`src/ivl_pkg.sv`:
```
// constants and helpers shared by the interrupt vectoring and low-voltage block
package ivl_pkg;
    localparam int unsigned AW   = 4;
    localparam int unsigned DW   = 8;
    localparam int unsigned NVEC = 32;
    localparam int unsigned VW   = 5;

    // register offsets
    localparam logic [AW-1:0] A_PIN = 4'h0;
    localparam logic [AW-1:0] A_PMC = 4'h1;
    localparam logic [AW-1:0] A_RST = 4'h2;
    localparam logic [AW-1:0] A_EN0 = 4'h3;
    localparam logic [AW-1:0] A_VEC = 4'h7;

    // pin control fields
    localparam int unsigned B_MODE = 0;
    localparam int unsigned B_IE   = 1;
    localparam int unsigned B_ACK  = 2;
    localparam int unsigned B_FLAG = 3;
    localparam int unsigned B_PE   = 4;
    localparam int unsigned B_POL  = 5;

    // power management control fields
    localparam int unsigned B_LVTH  = 0;
    localparam int unsigned B_DETEN = 2;
    localparam int unsigned B_LVSE  = 3;
    localparam int unsigned B_LVRE  = 4;
    localparam int unsigned B_WRNIE = 5;
    localparam int unsigned B_LVWAK = 6;
    localparam int unsigned B_WRNFL = 7;

    // reset status fields
    localparam int unsigned S_POR  = 7;
    localparam int unsigned S_PIN  = 6;
    localparam int unsigned S_WDT  = 5;
    localparam int unsigned S_ILOP = 4;
    localparam int unsigned S_ILAD = 3;
    localparam int unsigned S_LVD  = 1;

    // values after reset
    localparam logic [DW-1:0] PIN_RST = 8'h00;
    localparam logic [DW-1:0] PMC_RST = 8'h1C;
    localparam logic [DW-1:0] STS_POR = 8'h82;
    localparam logic [31:0]   EN_RST  = 32'h0000_0000;

    // vector slots
    localparam logic [VW-1:0] V_RESET = 5'h00;
    localparam logic [VW-1:0] V_TRAP  = 5'h01;
    localparam logic [VW-1:0] V_PIN   = 5'h02;
    localparam logic [VW-1:0] V_WARN  = 5'h03;
    localparam logic [31:0]   USED    = 32'h47B7_F860;
    localparam logic [15:0]   VEC_TOP = 16'hFFFE;

    // address of the high byte; the low byte sits one above
    function automatic logic [15:0] vec_addr(input logic [VW-1:0] n);
        vec_addr = VEC_TOP - {10'h000, n, 1'b0};
    endfunction
endpackage

```
`src/ivl_if.sv`:
```
// carriers between the controller and its two sub-blocks
`timescale 1ns/1ps
interface ivl_pin_if;
    logic pin_lvl;
    logic pin_func_enable;
    logic pin_polarity_select;
    logic pin_detect_mode;
    logic pin_event_ack;
    logic pin_event_flag;
    modport ctrl (output pin_lvl, pin_func_enable, pin_polarity_select, pin_detect_mode,
                  output pin_event_ack, input pin_event_flag);
    modport det  (input pin_lvl, pin_func_enable, pin_polarity_select, pin_detect_mode,
                  input pin_event_ack, output pin_event_flag);
endinterface

interface ivl_pri_if;
    logic [31:0]   pending;
    logic          found;
    logic [4:0]    num;
    modport ctrl (output pending, input found, num);
    modport enc  (input pending, output found, num);
endinterface

```
`src/ivl_pin_det.sv`:
```
// pin event detector: edge-only or edge-and-level, selectable polarity
`timescale 1ns/1ps
module ivl_pin_det
    import ivl_pkg::*;
(
    input  wire logic clk,
    input  wire logic rst_n,
    input  wire logic soft_rst,
    ivl_pin_if.det    p
);
    logic asserted;
    logic prev_reg;
    logic flag_reg;
    logic flag_next;
    logic edge_seen;
    logic held;

    assign asserted  = p.pin_polarity_select ? p.pin_lvl : ~p.pin_lvl;
    assign edge_seen = asserted & ~prev_reg;
    assign held      = p.pin_detect_mode & asserted;
    // set beats a clear in the same cycle; an asserted pin in level mode blocks the clear
    assign flag_next = (p.pin_func_enable & (edge_seen | held))
                     | (flag_reg & ~(p.pin_event_ack & ~held));
    assign p.pin_event_flag = flag_reg;

    // prev starts asserted-high so an idle pin at release gives no false edge
    always_ff @(posedge clk or negedge rst_n) begin
        if (!rst_n) begin
            prev_reg <= 1'b1;
            flag_reg <= 1'b0;
        end else if (soft_rst) begin
            prev_reg <= 1'b1;
            flag_reg <= 1'b0;
        end else begin
            prev_reg <= asserted;
            flag_reg <= flag_next;
        end
    end
endmodule

```
`src/ivl_prio.sv`:
```
// fixed-priority encoder: lowest pending slot number wins
`timescale 1ns/1ps
module ivl_prio
    import ivl_pkg::*;
(
    ivl_pri_if.enc e
);
    function automatic logic [VW:0] first_set(input logic [31:0] v);
        logic [VW:0] r;
        r = '0;
        for (int i = NVEC - 1; i >= 0; i--) begin
            if (v[i]) begin
                r = {1'b1, i[VW-1:0]};
            end
        end
        return r;
    endfunction

    logic [VW:0] hit;
    assign hit     = first_set(e.pending);
    assign e.found = hit[VW];
    assign e.num   = hit[VW-1:0];
endmodule

```
`src/ivl_ctrl.sv`:
```
// interrupt vectoring, pin event and low-voltage detect controller
// Contract
// - in edge-and-level mode a deasserted-to-asserted pin transition sets the pin flag
// - in edge-and-level mode the flag stays set and uncleared while pin asserted
// - vectors are two bytes; high byte at lower address, low byte above
// - a source flag requests the CPU only while its local enable is 1
// - priority fixed by vector number; lower number always wins
// - 32 slots; pin uses 2, warning 3, software trap 1, rest unused; the code routes periph_flags into the slots set in USED
// - watchdog, low-voltage, reset pin, bad opcode, bad address share slot 0
// - low-voltage detection works only while its enable bit is 1
// - stop entry disables low-voltage detection unless stop enable is set
// - with detect and stop enable both set, deepest sleep is refused
// - power-on reset sets both power-on and low-voltage status flags
// - with reset enable 1, a low-voltage condition causes a system reset
// - threshold select chooses which comparator threshold is used
// - warning with warn interrupt enable sets warn flag and requests interrupt
// - low-voltage reset also sets the low-voltage status flag
// - after power-on or low-voltage reset, hold reset until supply above threshold
// - pin sets its flag only while the pin function enable is set
// - polarity 0 means falling/low active, 1 means rising/high active
// - writing 1 to acknowledge clears pin flag; 0 does nothing; reads 0
// - detect mode 0 is edge-only, 1 is edge-and-level
`timescale 1ns/1ps
module ivl_ctrl
    import ivl_pkg::*;
(
    input  wire logic                   clk,
    input  wire logic                   rstn,
    input  wire logic [ivl_pkg::AW-1:0] addr,
    input  wire logic [ivl_pkg::DW-1:0] wdata,
    input  wire logic                   wr,
    input  wire logic                   rd,
    output logic      [ivl_pkg::DW-1:0] rdata,
    input  wire logic                   irq_pin,
    input  wire logic [31:0]            periph_flags,
    input  wire logic                   software_trap,
    input  wire logic                   lowv_below_lo,
    input  wire logic                   lowv_below_hi,
    input  wire logic                   lowv_warn_cond,
    input  wire logic                   ext_reset_n,
    input  wire logic                   watchdog_timeout,
    input  wire logic                   illegal_opcode,
    input  wire logic                   illegal_addr,
    input  wire logic                   cpu_in_stop,
    output logic                        deepest_sleep_allowed,
    output logic                        sys_reset,
    output logic                        cpu_irq_req,
    output logic      [ivl_pkg::VW-1:0] cpu_vec_num,
    output logic      [15:0]            cpu_vec_addr_hi,
    output logic      [15:0]            cpu_vec_addr_lo
);
    ivl_pin_if pif ();
    ivl_pri_if qif ();

    logic [1:0]    rst_sync;
    logic          rst_n;
    logic [1:0]    pin_s;
    logic [1:0]    lo_s;
    logic [1:0]    hi_s;
    logic [1:0]    warn_s;
    logic [1:0]    ext_s;
    logic [DW-1:0] pin_reg;
    logic [DW-1:0] pmc_reg;
    logic [DW-1:0] sts_reg;
    logic [DW-1:0] sts_next;
    logic [31:0]   en_reg;
    logic          hold_reg;
    logic          evt_reg;
    logic          wf_reg;
    logic          wf_next;
    logic [VW-1:0] vec_reg;
    logic [DW-1:0] rdata_reg;
    logic [DW-1:0] rd_mux;

    // reset release through two flops; everything else uses the copy
    always_ff @(posedge clk or negedge rstn) begin
        if (!rstn) begin
            rst_sync <= 2'b00;
        end else begin
            rst_sync <= {rst_sync[0], 1'b1};
        end
    end
    assign rst_n = rst_sync[1];

    // pin-side levels cross into the clock domain
    always_ff @(posedge clk or negedge rst_n) begin
        if (!rst_n) begin
            pin_s  <= 2'b11;
            lo_s   <= 2'b11;
            hi_s   <= 2'b11;
            warn_s <= 2'b00;
            ext_s  <= 2'b11;
        end else begin
            pin_s  <= {pin_s[0], irq_pin};
            lo_s   <= {lo_s[0], lowv_below_lo};
            hi_s   <= {hi_s[0], lowv_below_hi};
            warn_s <= {warn_s[0], lowv_warn_cond};
            ext_s  <= {ext_s[0], ext_reset_n};
        end
    end

    // bus decode
    wire w_pin = wr && (addr == A_PIN);
    wire w_pmc = wr && (addr == A_PMC);
    wire [AW-1:0] en_idx = addr - A_EN0;
    wire w_en  = wr && (addr >= A_EN0) && (addr < A_EN0 + 4'h4);

    // low-voltage detect behaviour
    wire lv_de    = pmc_reg[B_DETEN];
    wire lv_se    = pmc_reg[B_LVSE];
    wire lv_on    = lv_de && (!cpu_in_stop || lv_se);
    wire below    = pmc_reg[B_LVTH] ? hi_s[1] : lo_s[1];
    wire lv_reset = lv_on && pmc_reg[B_LVRE] && below;
    wire warn_set = lv_on && pmc_reg[B_WRNIE] && warn_s[1];
    assign deepest_sleep_allowed = !(lv_de && lv_se);

    // reset sources all land on slot 0
    wire ev_pin  = !ext_s[1];
    wire any_evt = lv_reset || ev_pin || watchdog_timeout || illegal_opcode
                 || illegal_addr;
    assign sys_reset = hold_reg || evt_reg;

    always_comb begin
        sts_next = 8'h00;
        sts_next[S_PIN]  = ev_pin;
        sts_next[S_WDT]  = watchdog_timeout;
        sts_next[S_ILOP] = illegal_opcode;
        sts_next[S_ILAD] = illegal_addr;
        sts_next[S_LVD]  = lv_reset;
    end

    // the hold releases only when the selected comparator sees a good supply
    always_ff @(posedge clk or negedge rst_n) begin
        if (!rst_n) begin
            hold_reg <= 1'b1;
            evt_reg  <= 1'b0;
            sts_reg  <= STS_POR;
        end else begin
            evt_reg <= any_evt;
            if (lv_reset) begin
                hold_reg <= 1'b1;
            end else if (!below) begin
                hold_reg <= 1'b0;
            end
            // events inside a hold keep the cause that began it, so power-on stays
            // visible; a second cause during the hold is not recorded
            if (any_evt && !hold_reg) begin
                sts_reg <= sts_next;
            end
        end
    end

    // software registers; other resets clear them, status survives
    assign wf_next = warn_set || (wf_reg && !(w_pmc && wdata[B_LVWAK]));
    always_ff @(posedge clk or negedge rst_n) begin
        if (!rst_n) begin
            pin_reg <= PIN_RST;
            pmc_reg <= PMC_RST;
            en_reg  <= EN_RST;
            wf_reg  <= 1'b0;
        end else if (sys_reset) begin
            pin_reg <= PIN_RST;
            pmc_reg <= PMC_RST;
            en_reg  <= EN_RST;
            wf_reg  <= 1'b0;
        end else begin
            wf_reg <= wf_next;
            if (w_pin) begin
                pin_reg <= wdata & 8'h33;
            end
            if (w_pmc) begin
                pmc_reg <= wdata & 8'h3D;
            end
            if (w_en) begin
                en_reg[en_idx[1:0]*8 +: 8] <= wdata;
            end
        end
    end

    // pin detector
    assign pif.pin_lvl             = pin_s[1];
    assign pif.pin_func_enable     = pin_reg[B_PE];
    assign pif.pin_polarity_select = pin_reg[B_POL];
    assign pif.pin_detect_mode     = pin_reg[B_MODE];
    assign pif.pin_event_ack       = w_pin && wdata[B_ACK];

    ivl_pin_det u_det (
        .clk      (clk),
        .rst_n    (rst_n),
        .soft_rst (sys_reset),
        .p        (pif)
    );

    // pending requests by slot
    always_comb begin
        qif.pending = periph_flags & en_reg & USED;
        qif.pending[V_RESET] = 1'b0;
        qif.pending[V_TRAP]  = software_trap;
        qif.pending[V_PIN]   = pif.pin_event_flag && pin_reg[B_IE];
        qif.pending[V_WARN]  = wf_reg && pmc_reg[B_WRNIE];
    end

    ivl_prio u_prio (
        .e (qif)
    );

    // the core's own stacking and masking sequence follows the request
    assign cpu_irq_req = qif.found && !sys_reset;
    always_ff @(posedge clk or negedge rst_n) begin
        if (!rst_n) begin
            vec_reg <= V_RESET;
        end else if (sys_reset) begin
            vec_reg <= V_RESET;
        end else if (qif.found) begin
            vec_reg <= qif.num;
        end
    end
    assign cpu_vec_num     = vec_reg;
    assign cpu_vec_addr_hi = vec_addr(vec_reg);
    assign cpu_vec_addr_lo = vec_addr(vec_reg) + 16'h0001;

    // read data: acknowledge bits always read zero
    wire [DW-1:0] pin_rd = {pin_reg[7:4], pif.pin_event_flag, 1'b0, pin_reg[1:0]};
    wire [DW-1:0] pmc_rd = {wf_reg, 1'b0, pmc_reg[5:0]};
    wire [DW-1:0] vec_rd = {cpu_irq_req, 2'b00, vec_reg};
    wire [DW-1:0] en_rd  = en_reg[en_idx[1:0]*8 +: 8];
    assign rd_mux = (addr == A_PIN) ? pin_rd
                  : (addr == A_PMC) ? pmc_rd
                  : (addr == A_RST) ? sts_reg
                  : (addr >= A_EN0 && addr < A_EN0 + 4'h4) ? en_rd
                  : (addr == A_VEC) ? vec_rd
                  : 8'h00;

    always_ff @(posedge clk or negedge rst_n) begin
        if (!rst_n) begin
            rdata_reg <= 8'h00;
        end else if (rd) begin
            rdata_reg <= rd_mux;
        end else begin
            rdata_reg <= 8'h00;
        end
    end
    assign rdata = rdata_reg;
endmodule

```
`config.mk`:
```
export PLATFORM = sky130hd
export DESIGN_NAME = ivl_ctrl
export DESIGN_NICKNAME = d
export VERILOG_FILES = /design/src/ivl_pkg.sv /design/src/ivl_if.sv /design/src/ivl_pin_det.sv /design/src/ivl_prio.sv /design/src/ivl_ctrl.sv
export SDC_FILE = /design/constraint.sdc
export NUM_CORES = 1
export LEC_CHECK = 0
export BUFFER_PORTS_ARGS = -buffer_cell sky130_fd_sc_hd__clkbuf_2
export CORE_MARGIN = 10
export CORE_UTILIZATION = 38
export CTS_CLUSTER_DIAMETER = 40
export DETAILED_ROUTE_END_ITERATION = 16
export GPL_ROUTABILITY_DRIVEN = 0
export PLACE_DENSITY = 0.72
export SLEW_MARGIN = 25
export SYNTH_ARGS = -nofsm -noshare
export SYNTH_HDL_FRONTEND = slang
export SYNTH_SLANG_ARGS = --single-unit
```
`constraint.sdc`:
```
create_clock -name clk -period 4.65 [get_ports clk]
set_clock_uncertainty 0.1 [all_clocks]
set_input_delay 0.2325 -clock clk [delete_from_list [all_inputs] [get_ports clk]]
set_output_delay 0.2325 -clock clk [all_outputs]
set_load 0.005 [all_outputs]
```
; After elaboration in Yosys (flattened, before gate mapping)
; Cells that the tools add are included.
[totals]
register_bits = 82
input_bits = 58
out_inout_bits = 48
word_cells = 120
[op_classes]
reduce_logical = 36
n_eq_ne = 4
order_cmp = 2
shifts = 3
n_addsub = 4
muxes = 42
bitwise = 12
[op_table]
columns = cell, count
row1 = $mux W6, 22
row2 = $mux W32, 2
row3 = $mux W8, 8
row4 = $neg A5 Y34, 1
row5 = $shift A8 B34 Y32 const A, 1
row6 = $shiftx A8 B34 Y32, 1
row7 = $bwmux W32, 1
row8 = $shiftx A32 B6 Y8, 1
row9 = $and A31 B31 Y31, 1
row10 = $logic_and A1 B1 Y1, 18
row11 = $mux W5, 2
row12 = $add A8 B2 Y9 const B, 1
row13 = $reduce_bool A2 Y1, 4
row14 = $sub A2 B7 Y8 const A, 1
row15 = $logic_or A1 B1 Y1, 7
row16 = $mux W1, 7
row17 = $logic_not A1 Y1, 6
row18 = $and A1 B1 Y1, 5
row19 = $eq A4 B1 Y1 const B, 1
row20 = $eq A4 B2 Y1 const B, 1
row21 = $eq A4 B3 Y1 const B, 1
row22 = $ge A4 B2 Y1 const B, 1
row23 = $logic_not A4 Y1, 1
row24 = $lt A4 B3 Y1 const B, 1
row25 = other kinds (4), 8

; Longest topological paths before layout
; Gate-level depths: netlist of the first run.
[logic_depth]
ltp_word = 28
mapped_depth = 9
depth_no_buf = 7

; Modules after synthesis
; From an unflattened synthesis of the first run, not the netlist that was laid out.
[unflattened]
hier_cells = 463
area_unflattened_um2 = 4460.5
[by_module_without_submodules]
columns = mod, seq_area_each_um2, cells_each, n_inst, area_per_inst_um2
row1 = ivl_ctrl, 1894.3, 388, 1, 3981.3
row2 = ivl_prio, 0.0, 65, 1, 367.9
row3 = ivl_pin_det, 51.3, 10, 1, 111.4

; Worst setup path before layout of the first run
; OpenSTA, ideal clock, no wires.
[synth_path]
kind = input to register
from = input addr[0] (netlist bit)
to = register rdata_reg[1], in the netlist rdata[1]
path_buffers = 2
path_slack_ps = 2505
stages = 8
required_ps = 4430
arrival_time_ps = 1924
setup_ps = 120
path_cell_list = buf_2 -> inv_1 -> ha_1 -> buf_2 -> mux4_2 -> a221oi_1 -> a2111oi_0 -> a31o_2
[synth_between]
elab_chain_len = 7
elab_cells_between_ends = 15
cone_classes = add/sub (1) / order compare (2) / eq/ne (3) / shift (1) / mux (6) / reduce/logical (2)
[synth_lines]
columns = element, line
row1 = start: declaration, ivl_ctrl.sv:29  ; input wire logic [ivl_pkg::AW-1:0] addr,
row2 = $sub A2 B2 Y2 (tied with other cells), ivl_ctrl.sv:105  ; wire [AW-1:0] en_idx = addr - A_EN0;
row3 = $shiftx A32 B6 Y8 (tied with other cells), ivl_ctrl.sv:226  ; wire [DW-1:0] en_rd = en_reg[en_idx[1:0]*8 +: 8];
row4 = $mux W8, ivl_ctrl.sv:230  ; : (addr >= A_EN0 && addr < A_EN0 + 4'h4) ? en_rd
row5 = $mux W8, ivl_ctrl.sv:229  ; : (addr == A_RST) ? sts_reg
row6 = $mux W8, ivl_ctrl.sv:228  ; : (addr == A_PMC) ? pmc_rd
row7 = $mux W8 *, ivl_ctrl.sv:227  ; assign rd_mux = (addr == A_PIN) ? pin_rd
row8 = $mux W8 *, ivl_ctrl.sv:237  ; end else if (rd) begin
row9 = end signal: assignment, ivl_ctrl.sv:238  ; rdata_reg <= rd_mux;
row10 = end: declaration, ivl_ctrl.sv:72  ; logic [DW-1:0] rdata_reg;
; Every way passes the cells marked *; elsewhere a longest branch is shown, timed or not.
; A chain may end at the register's enable or synchronous reset.

; Final worst setup path of the first run
[layout_path]
from = input addr[0] (netlist bit)
to = register en_reg[22]
[layout_between]
elab_chain_len = 6
elab_cells_between_ends = 12
cone_classes = add/sub (2) / order compare (2) / shift (2) / mux (3) / reduce/logical (3)
[layout_lines]
columns = element, line
row1 = $sub A2 B2 Y2, ivl_ctrl.sv:105
row2 = $neg A5 Y34, ivl_ctrl.sv:175  ; en_reg[en_idx[1:0]*8 +: 8] <= wdata;
row3 = $shiftx A8 B34 Y32 / $shift A8 B34 Y32 (equally long branches), ivl_ctrl.sv:175
row4 = $bwmux W32, ivl_ctrl.sv:175
row5 = $mux W32, ivl_ctrl.sv:174  ; if (w_en) begin
row6 = $mux W32, ivl_ctrl.sv:161  ; end else if (sys_reset) begin
row7 = end signal: indexed assignment, ivl_ctrl.sv:175
row8 = end: declaration, ivl_ctrl.sv:66  ; logic [31:0] en_reg;
; Parallel ways exist; a longest one is shown, timed or not. The select of a mux whose other input is x is not followed.

==> key figures, run 1 <==
Global route
  • Remaining global-route overflow: 0
  • GRT busiest layer: met2
  • GRT Overall Usage: 0.1455
  • First-pass GRT wire length: 17040 um
  • Met3 Use GR: 0.04821
  • Largest net degree at the start of global routing: 76
  • Initial antenna violation count: 0
  • Vias in the first global route: 3327
  • GR Layer Usage met1: 0.1694
  • GR Layer Usage met2: 0.2303

Run
  • Max-cap viol count: 0

Detailed routing
  • Post-Route WL: 11040 um
  • ANT nets after route: 0
  • First drt pass iteration count: 5
  • Avg Vias per Cell: 5.413
  • Iteration-0 DRC Markers: 274
  • Wire length per cell: 18.10 um
  • Routed vias: 3302
  • DRC viols: 0

Synthesis
  • Post-Syn Area: 0.004020 mm^2
  • Share of the synthesized area in the top cell type: 0.3859
  • Mapped Avg Cell Area: 9.951 um^2
  • Largest cells by area after synthesis: dfrtp_1, dfstp_2, nand2_1
  • Post-synthesis register bit count: 77
  • Sequential share of the synthesized area: 0.4840
  • Post-synth EDFFs: 0
  • Top cells by count, synth: nand2_1, dfrtp_1, o21ai_0
  • Ys flop type: dfrtp_1
  • Synth Warn #: 0
  • Synth area leader: dfrtp_1
  • Post-synthesis async set-or-reset flop share: 1.000
  • Synthesized instance count: 404
  • Most frequent cell after synthesis: nand2_1
  • Post-synthesis cell type count: 61

Clock tree
  • Number of CTS-inserted buffers: 9
  • Clock Sinks: 77
  • H-tree levels: 3
  • Setup bufs post-CTS: 0
  • CTS root buffer: clkbuf_8
  • Post_cts resized: 0
  • Clock-pin transition on the worst setup and hold timing paths: 0.07 ns
  • CTS tree: done
  • Clock Path Buffers: 2
  • Skew-Pair Late Insertion Delay: 0.36 ns

Placement
  • PortBufs: 68
  • Dpl hpwl: 8396 um
  • Pre-CTS WS: 1.589 ns
  • Post-Place Cells: 587

Power
  • Leakage Power: 0.002014 uW
  • Total power: 1334 uW
  • VDD IR-drop max: 0.0001356 V
  • Gate power share: 0.083
  • Part of the power in registers: 0.521
  • Int Pwr: 1018 uW
  • Clock power share: 0.395
  • Sw Pwr: 316.0 uW
  • Switching share of power: 0.2368
  • Pwr dens: 288.5 mW/mm^2

Timing
  • Minimum clock period: 2.829 ns
  • Slew Limit Headroom: 0.4018
  • Max Fclk: 353.5 MHz
  • Final hold violation count: 0
  • Final setup fails: 0
  • RSZ-0062 raised after global routing: false
  • Worst slew pin tran: 0.8973 ns
  • Slew Viols, Final: 0
  • Crit share post-route: 0.6084
  • Post-route setup slack: 1.821 ns
  • Fin Setup TNS: 0 ns

Min path
  • Hold path cells: 3
  • Hold Crit Class: in -> reg
  • Worst min-delay path startpoint: watchdog_timeout
  • Hold endpoint: evt_reg

Worst setup path
  • CP startpoint kind: input pin
  • Reg2Reg Depth: 4
  • RR Endpoint: en_reg[22]
  • Worst-path fanout max: 13
  • Setup crit end kind: flip-flop
  • Reg-to-reg slack, setup: 2.17 ns
  • Crit Path Class: in -> reg
  • Worst r2r src: hold_reg
  • WP data arrival: 3.02 ns
  • Critical Path RT: 4.84 ns

Floorplan
  • Die W: 122.9 um
  • Io pins: 106
  • # rows: 37
  • Die H: 122.9 um
  • Die area: 0.01509 mm^2
  • Initial core utilization: 0.3894
  • Placeable core region: 0.01032 mm^2

Finish
  • N_diodes: 0
  • Utilization after layout: 0.4481
  • Layout cells sized above 1: 0.2658
  • Fillers: 969
  • Area grow syn2layout: 15.06%
  • Layout Cells excl Fill: 610
  • Max reg flops: 32
  • Layout net count: 532

Status
  • Status: completed
-- through the flow --
stage / hold slack (ns) / instance area (um^2)
floorplan: -0.1631 / 4099
global placement: -0.08162 / 4338
detailed placement: -0.07764 / 4338
CTS: 0.01649 / 4619
global route: 0.02760 / 4626
finish: 0.02853 / 4626
-- cell type report --
class / instances / area [um^2] / share of cell area
Sequential cell: 77 / 1947 / 0.4209
Multi-Input combinational cell: 291 / 1827 / 0.3949
Tap cell: 136 / 170.2 / 0.03679
Timing Repair Buffer: 76 / 417.9 / 0.09034
Clock inverter: 3 / 42.54 / 0.009197
Clock buffer: 13 / 168.9 / 0.03652
Inverter: 14 / 52.55 / 0.01136
-- power by group through the flow --
stage,sequential [uW],clock [uW],combinational [uW]
global route,697,563,122
detailed placement,708,0,104
global placement,708,0,101
CTS,696,538,109
finish,696,528,111
floorplan,714,0,65.2
-- how the worst max path moves through the flow --
stage                                end  slack (ns)  depth (start not counted)   startpoint
after detailed placement      en_reg[22]        1.59                          7      addr[0]
after global routing          en_reg[22]        1.61                          7      addr[0]
after floorplan           cpu_vec_num[0]        2.27                          0  rst_sync[1]
final                         en_reg[22]        1.82                          7      addr[0]
after global placement        en_reg[19]        1.63                          7      addr[0]
after CTS                     en_reg[22]        1.92                          7      addr[0]
-- layout by cell type (no fill, tap or decap), types with 2 or more instances in the layout --
master	netlist	layout
dfstp_2	15	15
o2111ai_1	2	2
dfrtp_1	62	61
clkbuf_2	0	68
o22ai_1	3	3
nand2_1	86	86
dlygate4sd3_1	0	7
inv_1	13	13
nor2_1	15	15
o211ai_1	2	2
a31oi_2	2	3
mux2i_1	4	4
o21ai_0	31	31
a32o_1	2	2
a31oi_1	5	4
a211o_1	2	2
nor3_1	5	5
clkbuf_8	0	12
ha_1	5	5
a22oi_1	6	6
and4_1	3	3
mux4_2	8	8
and2_1	2	2
a222oi_1	2	2
a32oi_1	4	4
a221oi_1	3	3
a21oi_1	12	12
a22o_1	13	13
nand3_1	12	12
mux2_2	4	4
nor3b_1	4	4
nand2b_1	2	2
o31ai_1	3	3
conb_1	2	23
nor2b_1	2	2
-- repair_timing --
| item | in CTS | in global routing |
|---|---|---|
| hold buffers | 7 | 0 |
| endpoints found under the hold margin | 8 | 0 |
| endpoints found under the setup margin | 0 | 0 |
-- critical path: stages --
cell and delay, ns:
clkbuf_2 0.35, ha_1 0.47, xnor2_1 0.16, nor2_1 0.65, nand3_1 0.19, nor4_2 0.72
a22o_1 0.24
-- cells by family (layout without fill, tap and decap cells) --
kind of cell	count (synthesis)	in the layout	synth area share
DFF	77	77	0.4840
and+or+nand+nor	143	143	0.1665
buffers and inverters	57	106	0.08279
xor gates and xnor gates	2	2	0.004358
AOI/OAI and AO/OA	102	102	0.1790
other	2	23	0.001868
muxes	16	16	0.06598
adders and majority gates	5	5	0.01556
-- layer usage --
layer / up-vias / routed length (um)
met5: - / 0
met4: 0 / 336
met3: 23 / 1277
met2: 165 / 5142
met1: 1580 / 4283
li1: 1534 / -
No activity file was read; power rests on OpenSTA's default activity.
==> inputs of run 2 (changes only) <==
ABC_AREA = 1   (was unset)
clock period = 2.9 ns   (was 4.65 ns; I/O delays follow)
==> run 2 against run 1 <==
  * Global-route usage is 0.58 points higher
  * Via count grew 16%
  * Critical path type unchanged
  * Sequential cell count did not move
  * Die area is 1.8% higher
  * Hold slack got worse by 0.022 ns
  * Largest cell class unchanged
  * Combinational power increased by 100%
  * Final cell count rose by 20%
  * First-iteration DRC count up 28%
==> key figures, run 2 <==
Synthesis
  • Post-synth EDFFs: 0 (unchanged)
  • Largest cells by area after synthesis: dfrtp_1, nand2_1, dfstp_2 (was dfrtp_1, dfstp_2, nand2_1)
  • Post-Syn Area: 0.004108 mm^2 (was 0.004020 mm^2)
  • Ys flop type: dfrtp_1 (unchanged)
  • Synthesized instance count: 505 (was 404)
  • Sequential share of the synthesized area: 0.4737 (was 0.4840)
  • Post-synthesis cell type count: 45 (was 61)
  • Synth area leader: dfrtp_1 (unchanged)
  • Share of the synthesized area in the top cell type: 0.3777 (was 0.3859)
  • Mapped Avg Cell Area: 8.134 um^2 (was 9.951 um^2)
  • Largest family of logic cells by synthesized area: simple AND/OR/NAND/NOR gates (was compound AO/OA/AOI/OAI gates)
  • Most frequent cell after synthesis: nand2_1 (unchanged)
  • Post-synthesis async set-or-reset flop share: 1.000 (unchanged)
  • Synth Warn #: 0 (unchanged)
  • Top cells by count, synth: nand2_1, inv_1, dfrtp_1 (was nand2_1, dfrtp_1, o21ai_0)
  • Complex-gate fraction of the synthesized area: 0.1605 (was 0.1790)
  • Post-synthesis adder-cell area fraction: 0.01523 (was 0.01556)
  • Xor and xnor fraction of the mapped netlist area: 0.002132 (was 0.004357)
  • Fraction of the mapped netlist area in simple logic gates: 0.2147 (was 0.1665)
  • Multiplexer share of the synthesized area: 0.002741 (was 0.06598)
  • Post-synthesis register bit count: 77 (unchanged)

Clock tree
  • CTS tree: done (unchanged)
  • Clock-pin transition on the worst setup and hold timing paths: 0.09 ns (was 0.07 ns)
  • Clock Sinks: 77 (unchanged)
  • Setup bufs post-CTS: 0 (unchanged)
  • CTS root buffer: clkbuf_8 (unchanged)
  • Number of CTS-inserted buffers: 9 (unchanged)
  • Skew-Pair Late Insertion Delay: 0.35 ns (was 0.36 ns)
  • Clock Path Buffers: 2 (unchanged)
  • H-tree levels: 3 (unchanged)

Global route
  • First-pass GRT wire length: 18190 um (was 17040 um)
  • Remaining global-route overflow: 0 (unchanged)
  • Vias in the first global route: 3608 (was 3327)
  • GRT Overall Usage: 0.1513 (was 0.1455)
  • Initial antenna violation count: 0 (unchanged)
  • Largest net degree at the start of global routing: 43 (was 76)

Finish
  • Layout cells sized above 1: 0.2047 (was 0.2658)
  • Max reg flops: 32 (unchanged)
  • Most frequent cells in the layout: nand2_1, inv_1, clkbuf_2, dfrtp_1, o21ai_0 (was nand2_1, clkbuf_2, dfrtp_1, o21ai_0, conb_1)
  • Layout net count: 654 (was 532)
  • Layout Cells excl Fill: 732 (was 610)
  • Most common cell after layout, fill and taps aside: nand2_1 (unchanged)
  • Register area: 0.001947 mm^2 (unchanged)
  • Footprint of the multi-input gates: 0.001710 mm^2 (was 0.001827 mm^2)
  • N_diodes: 0 (unchanged)
  • Fillers: 1003 (was 969)
  • Utilization after layout: 0.4652 (was 0.4481)
  • Area grow syn2layout: 17.97% (was 15.06%)

Worst setup path
  • WP data arrival: 2.19 ns (was 3.02 ns)
  • Total number of cells along the worst setup path: 12 (was 7)
  • Worst path top cell family by delay: compound AO/OA/AOI/OAI gates (was simple AND/OR/NAND/NOR gates)
  • Reg-to-reg slack, setup: 0.97 ns (was 2.17 ns)
  • Crit Path Class: in -> reg (unchanged)
  • Reg2Reg Depth: 7 (was 4)
  • Slowest cell on the critical path: ha_1 (was nor4_2)
  • CP startpoint: addr[0] (unchanged)
  • CP startpoint kind: input pin (unchanged)
  • RR Endpoint: sts_reg[5] (was en_reg[22])
  • Cell Chain, Critical Path: clkbuf_2 > inv_1 > ha_1 > clkinv_1 > a21oi_1 > o21ai_0 > nand3_1 > o211ai_1 > o21ai_1 > nand2_1 > a21oi_1 > a211oi_1 (was clkbuf_2 > ha_1 > xnor2_1 > nor2_1 > nand3_1 > nor4_2 > a22o_1)
  • Most frequent cell on the critical path: a21oi_1
  • WP buf/inv: 3 (was 1)
  • Setup crit end kind: flip-flop (unchanged)
  • CP peak stage delay: 0.52 ns (was 0.72 ns)
  • Worst-path fanout max: 12 (was 13)
  • Worst setup endpoint: rdata[4] (was en_reg[22])
  • Critical Path RT: 3.04 ns (was 4.84 ns)
  • Worst r2r src: pmc_reg[2] (was hold_reg)

Timing
  • Slew Viols, Final: 0 (unchanged)
  • Max Fclk: 487.6 MHz
  • RSZ-0062 raised after global routing: false (unchanged)
  • Final hold violation count: 0 (unchanged)
  • Fin Hold WS: 0.006316 ns (was 0.02853 ns)
  • Crit share post-route: 0.7071
  • Worst slew pin tran: 0.7466 ns (was 0.8973 ns)
  • Slew Limit Headroom: 0.5023 (was 0.4018)
  • Minimum clock period: 2.051 ns
  • Fin Setup TNS: 0 ns (unchanged)
  • Final setup fails: 0 (unchanged)

Min path
  • Hold path cells: 3 (unchanged)
  • Hold Crit Class: in -> reg (unchanged)

Floorplan
  • Initial core utilization: 0.3944 (was 0.3894)
  • # rows: 37 (unchanged)
  • Die area: 0.01537 mm^2 (was 0.01509 mm^2)
  • Io pins: 106 (unchanged)
  • Die W: 124.0 um (was 122.9 um)
  • Placeable core region: 0.01042 mm^2 (was 0.01032 mm^2)
  • Die H: 124.0 um (was 122.9 um)

Detailed routing
  • Avg Vias per Cell: 5.240 (was 5.413)
  • First drt pass iteration count: 5 (unchanged)
  • Wire length per cell: 16.08 um (was 18.10 um)
  • Iteration-0 DRC Markers: 350 (was 274)
  • Routed vias: 3836 (was 3302)
  • Post-Route WL: 11770 um (was 11040 um)
  • DRC viols: 0 (unchanged)
  • ANT nets after route: 0 (unchanged)

Placement
  • Post-Place Cells: 698 (was 587)
  • Dpl hpwl: 9243 um (was 8396 um)
  • PortBufs: 68 (unchanged)

Status
  • Status: completed (unchanged)

Power
  • Pwr dens: 435.6 mW/mm^2 (was 288.5 mW/mm^2)
  • Total power: 2111 uW (was 1334 uW)
  • Leakage Power: 0.002405 uW (was 0.002014 uW)
  • VDD IR-drop max: 0.0002250 V (was 0.0001356 V)

Run
  • Max-cap viol count: 0 (unchanged)
-- run 2: cell count changes after synthesis, moves of 13 or more --
cell / previous run / this run
a21oi_1: 12 / 27
a22o_1: 13 / 0
inv_1: 13 / 69
nand2_1: 86 / 107
nand3_1: 12 / 27
nor2_1: 15 / 32
o21ai_0: 31 / 45
-- run 2: worst min path at each step --
stage	startpoint	to	slack (ns)
floorplan	rstn	rst_sync[0]	-0.25
global placement	rstn	rst_sync[0]	-0.17
detailed placement	rstn	rst_sync[0]	-0.17
CTS	wdata[3]	en_reg[27]	0.002
global route	wdata[3]	en_reg[27]	0.03
finish	wdata[3]	en_reg[3]	0.006
-- run 2: cells by family (layout without fill, tap and decap cells) --
family | count (synthesis) | count (layout)
AOI/OAI and AO/OA | 113 | 113
xor gates and xnor gates | 1 | 1
adders and majority gates | 5 | 5
buffers and inverters | 109 | 179
DFF | 77 | 77
muxes | 1 | 1
other | 2 | 23
and+or+nand+nor | 197 | 197
-- run 2: area by class of cell --
cell class / count / share of cell area
clock buffer: 9 / 0.02556
sequential: 77 / 0.4018
timing repair buffer: 90 / 0.1162
clock inverter: 7 / 0.01136
tap: 136 / 0.03511
multi-input combinational: 340 / 0.3530
inverter: 73 / 0.05706
-- run 2: report_power, final --
group	leakage (uW)	switching (uW)	internal, uW
Combinational	0.00132	141	83.2
Clock	0.0000866	439	320
Sequential	0.000999	22.3	1110
-- run 2: through the flow --
step | setup slack, ns | instance area (um^2)
finish | 0.8493 | 4846
global route | 0.6529 | 4846
CTS | 0.9042 | 4846
detailed placement | 0.5721 | 4487
global placement | 0.6744 | 4487
floorplan | 0.5230 | 4187
-- run 2: routing by layer --
| layer | up-vias | routed length [um] | GRT usage |
|---|---|---|---|
| met2 | 215 | 5312 | 0.2384 |
| li1 | 1790 | - | - |
| met4 | 0 | 233 | 0.05324 |
| met3 | 24 | 1416 | 0.03394 |
| met1 | 1807 | 4811 | 0.2004 |
| met5 | - | 0 | 0 |
-- run 2: repair_timing --
item,4_1_cts,5_1_grt
endpoints found under the hold margin,22,0
hold buffers,18,0
gates resized for setup,0,0
-- run 2: tightest hold or removal path, cell delays in order --
cell	delay (ns)
clkbuf_2	0.11
nand4_1	0.08
o21ai_0	0.08
